[src/hdl/codec_pkg.sv]
// constants and types shared by the manchester codec files
// assumes a 50 mhz core clock feeding every module of the codec
package codec_pkg;
  // times in nanoseconds, as figures
  localparam int CLK_NS     = 20;
  localparam int BIT_NS     = 100;
  localparam int MII_CLK_NS = 400;
  localparam int SER_CLK_NS = 100;
  // derived cycle counts
  localparam int BIT_CYC  = BIT_NS / CLK_NS;
  localparam int NIB_DIV  = MII_CLK_NS / CLK_NS;
  localparam int SER_DIV  = SER_CLK_NS / CLK_NS;
  localparam int HALF_CYC = (BIT_CYC + 1) / 2;
  // divider constants at divider width
  localparam logic [4:0] NIB_LAST = 5'(NIB_DIV - 1);
  localparam logic [4:0] SER_LAST = 5'(SER_DIV - 1);
  localparam logic [4:0] NIB_HALF = 5'(NIB_DIV / 2);
  localparam logic [4:0] SER_HALF = 5'(SER_DIV / 2);
  localparam logic [4:0] BIT_LEN  = 5'(BIT_CYC);
  localparam logic [4:0] HALF_LEN = 5'(HALF_CYC);
  // receive edge timing, in core cycles since the last mid-bit edge
  localparam logic [3:0] GAP_MAX      = 4'hf;
  localparam logic [3:0] MID_MIN      = 4'h3;
  localparam logic [3:0] CARRIER_LOSS = 4'h8;
  // preamble bit alternations needed before a start delimiter counts
  localparam logic [3:0] PRE_MIN = 4'h6;
  // receive buffer shape
  localparam int FIFO_W = 4;
  localparam int FIFO_D = 16;
  typedef enum logic [1:0] {
    RX_IDLE = 2'b00,
    RX_PRE  = 2'b01,
    RX_DATA = 2'b11
  } rx_state_t;
endpackage

[src/hdl/stream_if.sv]
// valid/ready stream carrier between the codec and its receive buffer
// assumes both ends run on the same clock
`timescale 1ns/10ps
interface stream_if #(parameter int W = 4);
  logic         wr_valid;
  logic         wr_ready;
  logic [W-1:0] wr_data;
  logic         rd_valid;
  logic         rd_ready;
  logic [W-1:0] rd_data;
  modport store  (input wr_valid, wr_data, rd_ready, output wr_ready, rd_valid, rd_data);
  modport client (output wr_valid, wr_data, rd_ready, input wr_ready, rd_valid, rd_data);
endinterface

[src/hdl/elastic_fifo.sv]
// small fifo with registered read data and honest full/empty
// assumes synchronous active-high reset on the shared clock
`timescale 1ns/10ps
module elastic_fifo #(
  parameter int W = 4,
  parameter int D = 16
) (
  input  wire logic clk_i,
  input  wire logic rst_i,
  stream_if.store   s
);
  localparam int AW = $clog2(D);
  localparam logic [AW:0] CNT_FULL = (AW + 1)'(D);

  typedef struct packed {
    logic [D-1:0][W-1:0] mem;
    logic [AW-1:0]       wp;
    logic [AW-1:0]       rp;
    logic [AW:0]         cnt;
    logic                ov;
    logic [W-1:0]        od;
  } fifo_st_t;

  fifo_st_t r;
  fifo_st_t n;
  logic     push;
  logic     pop;

  // ready and output stage straight from flops
  assign s.wr_ready = (r.cnt != CNT_FULL);
  assign s.rd_valid = r.ov;
  assign s.rd_data  = r.od;

  // write, refill output register, keep count
  always_comb begin
    n    = r;
    push = s.wr_valid && (r.cnt != CNT_FULL);
    pop  = (r.cnt != '0) && (!r.ov || s.rd_ready);
    if (push) begin
      n.mem[r.wp] = s.wr_data;
      n.wp        = r.wp + 1'b1;
    end
    if (s.rd_ready && r.ov) begin
      n.ov = 1'b0;
    end
    if (pop) begin
      n.od = r.mem[r.rp];
      n.rp = r.rp + 1'b1;
      n.ov = 1'b1;
    end
    n.cnt = r.cnt + {{AW{1'b0}}, push} - {{AW{1'b0}}, pop};
  end

  always_ff @(posedge clk_i) begin
    if (rst_i) begin
      r <= '0;
    end else begin
      r <= n;
    end
  end
endmodule

[src/hdl/tenbase_manchester_codec.sv]
// ten-megabit manchester line codec with mac-side clock synthesis
// assumes a 50 mhz clk_i; line receive pins are asynchronous to it
`timescale 1ns/10ps
module tenbase_manchester_codec (
  input  wire logic       clk_i,
  input  wire logic       rst_i,
  input  wire logic       serial_mode_i,
  input  wire logic       speed_100_i,
  input  wire logic       autoneg_i,
  input  wire logic       tx_en_i,
  input  wire logic [3:0] tx_data_i,
  input  wire logic       mlt3_pos_i,
  input  wire logic       mlt3_neg_i,
  input  wire logic       line_rx_pos_i,
  input  wire logic       line_rx_neg_i,
  output logic            mac_clk_o,
  output logic            rx_dv_o,
  output logic [3:0]      rx_data_o,
  output logic            rx_overrun_o,
  output logic            polarity_reversed_o,
  output logic            line_tx_pos_o,
  output logic            line_tx_neg_o
);
  typedef struct packed {
    logic [4:0]           div;
    logic                 mclk;
    logic [3:0]           tsh;
    logic                 tact;
    logic                 ltp;
    logic                 ltn;
    logic                 rp1;
    logic                 rp2;
    logic                 rn1;
    logic                 rn2;
    logic                 rlv;
    logic [3:0]           gc;
    codec_pkg::rx_state_t rst;
    logic [3:0]           ac;
    logic                 lb;
    logic                 pol;
    logic [3:0]           rsh;
    logic [1:0]           nc;
    logic                 wv;
    logic [3:0]           wd;
    logic                 ovr;
    logic                 rdv;
    logic [3:0]           rdat;
  } codec_st_t;

  codec_st_t  r;
  codec_st_t  n;
  logic [4:0] last;
  logic [4:0] half;
  logic       tick;
  logic       fall;
  logic [1:0] bidx;
  logic [4:0] bc;
  logic       bitv;
  logic       first;
  logic       act;
  logic       raw;
  logic       edge_seen;
  logic       mid;
  logic       rbit;
  logic       pol_en;

  stream_if #(.W(codec_pkg::FIFO_W)) q ();

  elastic_fifo #(.W(codec_pkg::FIFO_W), .D(codec_pkg::FIFO_D)) u_rx_fifo (
    .clk_i (clk_i),
    .rst_i (rst_i),
    .s     (q.store)
  );

  // buffer hookup; reads happen on the falling mac clock edge
  assign q.wr_valid = r.wv;
  assign q.wr_data  = r.wd;
  assign q.rd_ready = fall;

  // outputs straight from state
  assign mac_clk_o           = r.mclk;
  assign rx_dv_o             = r.rdv;
  assign rx_data_o           = r.rdat;
  assign rx_overrun_o        = r.ovr;
  assign polarity_reversed_o = r.pol;
  assign line_tx_pos_o       = r.ltp;
  assign line_tx_neg_o       = r.ltn;

  always_comb begin
    n         = r;
    // mac clock divider, period chosen by interface mode
    last      = serial_mode_i ? codec_pkg::SER_LAST : codec_pkg::NIB_LAST;
    half      = serial_mode_i ? codec_pkg::SER_HALF : codec_pkg::NIB_HALF;
    tick      = (r.div >= last);
    fall      = (r.div == half - 5'h01);
    n.div     = tick ? 5'h00 : r.div + 5'h01;
    n.mclk    = (n.div < half);
    // capture the mac word just before the rising clock edge
    if (tick) begin
      n.tsh  = tx_data_i;
      n.tact = tx_en_i;
    end
    // bit slot within the nibble and phase within the bit
    bidx  = serial_mode_i ? 2'h0 : 2'(n.div / codec_pkg::BIT_LEN);
    bc    = n.div % codec_pkg::BIT_LEN;
    bitv  = n.tsh[bidx];
    first = (bc < codec_pkg::HALF_LEN);
    // line driver: mlt-3 passthrough at 100M, manchester at 10M
    if (speed_100_i) begin
      n.ltp = mlt3_pos_i;
      n.ltn = mlt3_neg_i;
    end else if (n.tact) begin
      n.ltp = (bitv == first);
      n.ltn = (bitv != first);
    end else begin
      n.ltp = 1'b0;
      n.ltn = 1'b0;
    end
    // two-flop synchronisers on the receive pair
    n.rp1     = line_rx_pos_i;
    n.rp2     = r.rp1;
    n.rn1     = line_rx_neg_i;
    n.rn2     = r.rn1;
    act       = r.rp2 ^ r.rn2;
    raw       = r.rp2 & ~r.rn2;
    edge_seen = act && (raw != r.rlv);
    if (act) begin
      n.rlv = raw;
    end
    // an edge far enough from the last mid-bit edge is a mid-bit edge
    mid    = edge_seen && (r.gc >= codec_pkg::MID_MIN);
    rbit   = r.rlv ^ r.pol;
    n.gc   = mid ? 4'h0 : ((r.gc == codec_pkg::GAP_MAX) ? r.gc : r.gc + 4'h1);
    n.wv   = 1'b0;
    pol_en = !speed_100_i || autoneg_i;
    case (r.rst)
      codec_pkg::RX_IDLE: begin
        if (mid) begin
          n.rst = codec_pkg::RX_PRE;
          n.ac  = 4'h0;
          n.lb  = rbit;
          n.ovr = 1'b0;
        end
      end
      codec_pkg::RX_PRE: begin
        if (!mid && r.gc >= codec_pkg::CARRIER_LOSS) begin
          n.rst = codec_pkg::RX_IDLE;
        end else if (mid) begin
          n.lb = rbit;
          if (rbit != r.lb) begin
            n.ac = (r.ac == 4'hf) ? r.ac : r.ac + 4'h1;
          end else if (r.ac >= codec_pkg::PRE_MIN) begin
            // repeated pair ends the preamble; zeros mean a swapped pair
            n.rst = codec_pkg::RX_DATA;
            n.nc  = 2'h0;
            if (!rbit && pol_en) begin
              n.pol = ~r.pol;
            end
          end else begin
            n.ac = 4'h0;
          end
        end
      end
      codec_pkg::RX_DATA: begin
        if (!mid && r.gc >= codec_pkg::CARRIER_LOSS) begin
          n.rst = codec_pkg::RX_IDLE;
        end else if (mid) begin
          if (serial_mode_i) begin
            n.wv = 1'b1;
            n.wd = {3'h0, rbit};
          end else begin
            n.rsh[r.nc] = rbit;
            n.nc        = r.nc + 2'h1;
            if (r.nc == 2'h3) begin
              n.wv = 1'b1;
              n.wd = {rbit, r.rsh[2:0]};
            end
          end
        end
      end
      default: begin
        n.rst = codec_pkg::RX_IDLE;
      end
    endcase
    // a word lost to a full buffer is flagged; set wins over clear
    if (r.wv && !q.wr_ready) begin
      n.ovr = 1'b1;
    end
    // present buffered words to the mac on the falling clock edge
    if (fall) begin
      n.rdv  = q.rd_valid;
      n.rdat = q.rd_valid ? q.rd_data : 4'h0;
    end
  end

  always_ff @(posedge clk_i) begin
    if (rst_i) begin
      r <= '0;
    end else begin
      r <= n;
    end
  end
endmodule

[config.mk]
export PLATFORM = sky130hd
export DESIGN_NAME = tenbase_manchester_codec
export DESIGN_NICKNAME = d
export VERILOG_FILES = /design/src/hdl/codec_pkg.sv /design/src/hdl/stream_if.sv /design/src/hdl/elastic_fifo.sv /design/src/hdl/tenbase_manchester_codec.sv
export SDC_FILE = /design/constraint.sdc
export NUM_CORES = 1
export LEC_CHECK = 0
export BUFFER_PORTS_ARGS = -buffer_cell sky130_fd_sc_hd__buf_2
export CAP_MARGIN = 20
export CORE_MARGIN = 2
export CORE_UTILIZATION = 65
export CTS_CLUSTER_DIAMETER = 100
export DETAILED_ROUTE_END_ITERATION = 7
export PLACE_DENSITY = 0.92
export SLEW_MARGIN = 25
export SYNTH_ARGS = -nofsm -noshare
export SYNTH_HDL_FRONTEND = slang
export SYNTH_HIERARCHICAL = 1
export SYNTH_SLANG_ARGS = --single-unit
[constraint.sdc]
create_clock -name clk_i -period 7.15 [get_ports clk_i]
set_input_delay 1.0725 -clock clk_i [delete_from_list [all_inputs] [get_ports clk_i]]
set_output_delay 1.0725 -clock clk_i [all_outputs]
set_load 0.01 [all_outputs]
==> results of run 1 <==
power groups by stage:
stage                     combinational, mW  clock [mW]  sequential, mW
after global routing                  0.335       0.953           0.800
after detailed placement              0.289           0           0.806
after floorplan                       0.283           0           0.774
after global placement                0.271           0           0.805
final                                 0.299       0.911           0.794
after CTS                             0.297       0.917           0.793
registers in the layout, summed over array words and instances (netlist names), 2 cells and up:
register and cells:
rx_data_o 4, n 2, u_rx_fifo/r 77, q.wr_data 4, r 29, u_rx_fifo/s.rd_data 4
final timing paths:
path                            slack [ps]          start  cells after the start       endpoint
worst max-delay path                  1940  serial_mode_i                     15  line_tx_neg_o
worst min-delay path                   440          n[32]                      1          r[32]
worst min register to register         440          n[32]                      1          r[32]
worst max register to register        2600          r[44]                     13  line_tx_neg_o
cells in the mapped netlist, types with 4 or more instances:
cell	instances	area, µm²
or3_1	4	25.02
clkbuf_1	27	101.4
a21oi_1	27	135.1
a31oi_1	4	25.02
nand2b_1	5	31.28
nand3_1	19	95.09
and3_1	5	31.28
buf_4	9	67.56
nand2_1	29	108.9
buf_2	5	25.02
mux2i_1	76	760.7
dfxtp_1	128	2562
mux4_1	5	131.4
and4_1	6	52.55
nor2_1	107	401.6
nand4_1	16	100.1
nor3_1	9	45.04
xnor2_1	10	87.58
ha_1	29	362.9
mux4_2	15	337.8
and2_1	4	25.02
xor2_1	9	78.83
inv_1	25	93.84
o21ai_0	15	75.07
nor2b_1	9	56.30
kinds of logic (layout without fill, tap and decap cells):
logic type | count (synthesis) | after routing | share of synthesized area (%)
buffers and inverters | 75 | 84 | 5.979
DFF | 128 | 128 | 39.76
muxes | 97 | 97 | 19.26
and+or+nand+nor | 229 | 229 | 17.18
adders and majority gates | 30 | 30 | 5.941
xor gates and xnor gates | 19 | 19 | 2.582
AOI/OAI and AO/OA | 83 | 83 | 9.299
worst max-delay path: cells and delay by family:
kind | cells | cell delay (ps)
AO/OA/AOI/OAI | 6 | 2200
adder cells (fa/ha/maj) | 2 | 700
buffers and inverters | 2 | 600
multiplexers | 2 | 310
AND/OR/NAND/NOR | 3 | 740
per-stage QoR:
step	area [µm²]	hold slack, ps	utilization, %
after CTS	7089	448.1	73.20
after floorplan	6445	413.8	-
after global placement	6460	416.3	66.71
after detailed placement	6464	429.3	66.74
final	7097	439.3	73.28
after global routing	7097	465.4	73.28
cell usage in the layout, fill, tap and decap left out, types with 3 or more instances in the layout:
cell type / count
a211oi_1: 3
nor3_1: 9
xor2_1: 9
clkbuf_16: 16
and4_1: 6
and3_1: 5
or3_1: 4
clkinv_2: 3
o211ai_1: 3
inv_1: 25
nor2b_1: 9
mux4_2: 15
a311oi_1: 3
nand3_1: 19
mux2i_1: 76
a21oi_1: 27
buf_2: 22
ha_1: 29
clkbuf_8: 3
nand2b_1: 5
a22oi_1: 3
nand2_1: 29
and2_1: 4
bufinv_16: 4
mux4_1: 5
nor2_1: 107
a32oi_1: 3
clkinvlp_4: 3
a31oi_1: 4
nand4_1: 16
o21a_1: 3
o21ai_0: 15
xnor2_1: 10
dfxtp_1: 127
per-layer routing:
layer | part of all wire [%] | up-vias | GRT usage [%]
met5 | 0 | - | 0
met4 | 3.1 | 0 | 13.32
met3 | 7.6 | 60 | 7.678
met2 | 49 | 286 | 48.58
met1 | 41 | 2442 | 35.77
li1 | - | 2340 | -
cell type report:
type                       instances  area share (%)
clock buffer                      19           6.224
clock inverter                    13           2.592
inverter                          27           1.428
multi-input combinational        458           49.37
sequential                       128           36.12
tap                              133           2.345
timing repair buffer              25           1.922
==> flow_summary.ini, run 1 <==
[sta]
setup_viol = 0
period_minus_slack_ps = 5206
fin_skew_ps = 8.658
relSlewSlack_pct = 35.60
max_freq_mhz = 192.1
setup_tns_ps = 0
worst_slack_ps = 1944
finalMaxSlewViolations = 0
worst_pin_slew_ps = 960.5
fin_crit_sh_pct = 72.81
hold_viol = 0
rsz0062_at_grt = no

[die]
die_w_um = 103.6
rows = 36
core-area_um2 = 9684
dieHeight_um = 103.6
pin_count = 24
die_area_um2 = 10730
start_util_pct = 66.55

[worst_setup_path]
required_ps = 7570
crit_path_start_kind = input port
end_kind = flop
critPathMaxFanout = 14
path_cells = buf_2 -> clkinv_1 -> ha_1 -> a211o_4 -> a221oi_4 -> nand2_1 -> ha_1 -> nand3_1 -> a21oi_1 -> a211oi_1 -> o21ai_0 -> mux2i_1 -> mux2i_1 -> or3_1 -> a31o_1
max_stage_delay_ps = 660
crit_type = input port to flop
slowest_stage = a221oi_4
arrival_ps = 5630

[drt]
via_per_inst = 6.386
num_vias = 5128
routed_wirelength_mm = 15.16
drc = 0
ant_nets = 0
firstDrtPassIters = 6
wl_per_cell_um = 18.88
drt_iter0_markers = 494

[power_and_ir_drop]
power_frac_clock_pct = 45.5
p_total_mw = 2.004
switching_share_pct = 26.86
combPwrFrac_pct = 14.9
power_density_nw_per_um2 = 282.4
vdd_drop_max_v = 0.0001300
p_int_mw = 1.466
p_sw_mw = 0.5383
sequentialPowerShare_pct = 39.6
leakagePower_nw = 3.087

[yosys]
syn_avg_cell_area_um2 = 9.750
syn-num-nets = 705
synth_area_um2 = 6445
yosysSeqAreaShare_pct = 39.76
synthDistinctLibCells = 67
synth_ff_type = dfxtp_1
synthCells = 661
synth_edf_count = 0
yosys_warnings = 6
ys_async_sr_fraction_pct = 0
ys_ff_latch = 128

[layout]
fill_cells = 600
stdcell_count = 803
layout-drive-gt1-share_pct = 13.13
seqCellArea_um2 = 2564
antennaDiodeCount = 0
multi_input_area_um2 = 3503
nets = 701
syn_to_final_growth_pct = 10.11

[cts]
post_cts_resized = 0
insertion_delay_ps = 530
path_clk_slew_ps = 60
cts_setup_buffers = 0
cts_made_buffers = 17
clkSinkCount = 128
clock_tree.root_cell = clkbuf_8
cts_max_level = 4
cts_tree = built
cts_hold_buf = 0
cts_buffer_depth = 2

[placed_design]
dp_worst_setup_slack_ps = 1713
portBuffers = 23
gp_congestion = 0.9056
hpwlAfterDp_mm = 8.970
dp_cells = 771

[outcome]
status = completed

[grt]
grt_pass1_wl_mm = 25.23
antenna_found_initial = 0
track_usage_pct = 29.25
overflow = 0
grt_max_degree = 126
grt_pass1_vias = 5092

[job]
drv_cap = 0

[worst_hold_path]
hold_path_class = flop to flop
(Power assumes the default switching activity.)
==> run 2: changes to the inputs <==
--- a/config.mk
+++ b/config.mk
@@ -8,10 +8,10 @@
 export BUFFER_PORTS_ARGS = -buffer_cell sky130_fd_sc_hd__buf_2
 export CAP_MARGIN = 20
 export CORE_MARGIN = 2
-export CORE_UTILIZATION = 65
+export CORE_UTILIZATION = 62
 export CTS_CLUSTER_DIAMETER = 100
 export DETAILED_ROUTE_END_ITERATION = 7
-export PLACE_DENSITY = 0.92
+export PLACE_DENSITY = 0.89
 export SLEW_MARGIN = 25
 export SYNTH_ARGS = -nofsm -noshare
 export SYNTH_HDL_FRONTEND = slang
==> constraint.sdc (replaced) <==
create_clock -name clk_i -period 4.92 [get_ports clk_i]
set_input_delay 0.738 -clock clk_i [delete_from_list [all_inputs] [get_ports clk_i]]
set_output_delay 0.738 -clock clk_i [all_outputs]
set_load 0.01 [all_outputs]
==> flow_summary.ini, run 2 (same netlist as run 1, synthesis figures left out) <==
[sta]
setup_viol = 0
max_freq_mhz = 243.5
rsz0062_at_grt = no
hold_viol = 0
hold_ws_ps = 422.7
finalMaxSlewViolations = 0
fin_skew_ps = 11.58
setup_tns_ps = 0
period_minus_slack_ps = 4106
fin_crit_sh_pct = 83.46
worst_pin_slew_ps = 1028
relSlewSlack_pct = 31.38

[layout]
regMostFlops = u_rx_fifo/r
syn_to_final_growth_pct = 9.086
layout-drive-gt1-share_pct = 12.54
layout_common_cells = dfxtp_1 (127), nor2_1 (107), mux2i_1 (76), nand2_1 (29), ha_1 (29)
largest_reg_flops = 77
top_regs = u_rx_fifo/r x77, r x29
nets = 701
final_common_cell = dfxtp_1
antennaDiodeCount = 0

[grt]
grt_max_degree = 128
grt_pass1_wl_mm = 23.14
overflow = 0
track_usage_pct = 25.92
grt_pass1_vias = 4918
antenna_found_initial = 0

[worst_setup_path]
end_kind = flop
path_delay_family = compound AO/OA/AOI/OAI gates
crit_type = input port to flop
max_stage_delay_ps = 640
crit_path_start_kind = input port
required_ps = 5330
slowest_stage = a211oi_1
crit_buf_inv = 2
crit_cells = 15
path_cells = buf_2 -> clkinv_1 -> ha_1 -> a211o_4 -> a221oi_4 -> nand2_1 -> ha_1 -> nand3_1 -> a21oi_1 -> a211oi_1 -> o21ai_0 -> mux2i_1 -> mux2i_1 -> or3_1 -> a31o_1
arrival_ps = 4520
critPathMaxFanout = 12
r2r_cells = 13

[drt]
firstDrtPassIters = 5
ant_nets = 0
num_vias = 4838
wl_per_cell_um = 17.10
routed_wirelength_mm = 13.78
drc = 0
via_per_inst = 6.002
drt_iter0_markers = 293

[die]
die_area_um2 = 11230
die_w_um = 106.0
core-area_um2 = 10180
rows = 37
start_util_pct = 63.28
pin_count = 24
dieHeight_um = 106.0

[cts]
cts_hold_buf = 0
clkSinkCount = 128
cts_setup_buffers = 0
path_clk_slew_ps = 60
cts_made_buffers = 17
insertion_delay_ps = 530
cts_tree = built
post_cts_resized = 0
clock_tree.root_cell = clkbuf_8
cts_max_level = 4
cts_buffer_depth = 2

[worst_hold_path]
hold_path_depth = 2
hold_path_class = input port to flop

[power_and_ir_drop]
vdd_drop_max_v = 0.0002264
power_density_nw_per_um2 = 392.3
leakagePower_nw = 3.054

[placed_design]
hpwlAfterDp_mm = 8.818
portBuffers = 23
gp_congestion = 0.9042

[job]
drv_cap = 0

[outcome]
status = completed
[run 2: cell count changes in the layout (fill, tap and decap cells not counted)]
cell        change
clkbuf_1        +4
bufinv_16       -2
inv_6           -2
clkbuf_8        -1
clkinv_2        +1
clkinv_4        +1
clkinvlp_4      -1
[run 2: final timing paths]
path | startpoint | to | slack [ps]
max | serial_mode_i | line_tx_neg_o | 810
min | line_rx_pos_i | n[32] | 420
max reg2reg | r[44] | line_tx_neg_o | 900
min reg2reg | n[32] | r[32] | 440
[run 2: where the power goes]
group / leakage (nW) / switching, mW / internal [mW]
clock network: 0.269 / 0.442 / 0.731
logic: 1.75 / 0.224 / 0.202
registers: 1.04 / 0.0794 / 1.08
[run 2: worst reg2reg max path: stages, from the launching register on]
cell and delay, ps:
dfxtp_1 550, ha_1 340, a211o_4 360, a221oi_4 330, nand2_1 160, ha_1 250, nand3_1 130, a21oi_1 110
a211oi_1 640, o21ai_0 180, mux2i_1 170, mux2i_1 130, or3_1 360, a31o_1 210
[run 2: final cells by class]
| cell class | instances | area, µm² |
|---|---|---|
| fill | 712 | 3154 |
| sequential | 128 | 2564 |
| timing repair buffer | 25 | 136.4 |
| clock buffer | 22 | 442.9 |
| tap | 136 | 170.2 |
| clock inverter | 10 | 112.6 |
| multi-input combinational | 458 | 3503 |
| inverter | 27 | 101.3 |
[run 2: stage by stage]
step | worst slack (ps) | cells | util, % | cell area (µm²) | total power [mW]
finish | 813.9 | 806 | 69.03 | 7030 | 2.758
global route | 570.8 | 806 | 69.03 | 7030 | 2.870
CTS | 957.7 | 806 | 68.96 | 7023 | 2.767
detailed placement | 449.0 | 774 | 63.50 | 6467 | 1.600
global placement | 545.9 | 774 | 63.46 | 6464 | 1.569
floorplan | 355.8 | 661 | - | 6445 | 1.536
[run 2: routing by layer]
layer  wire [µm]  vias up  track usage, %
met3         707       32           7.051
met5           0        -               0
li1            -     2330               -
met4         285        0           10.06
met2        6802      168           44.10
met1        5986     2308           31.32
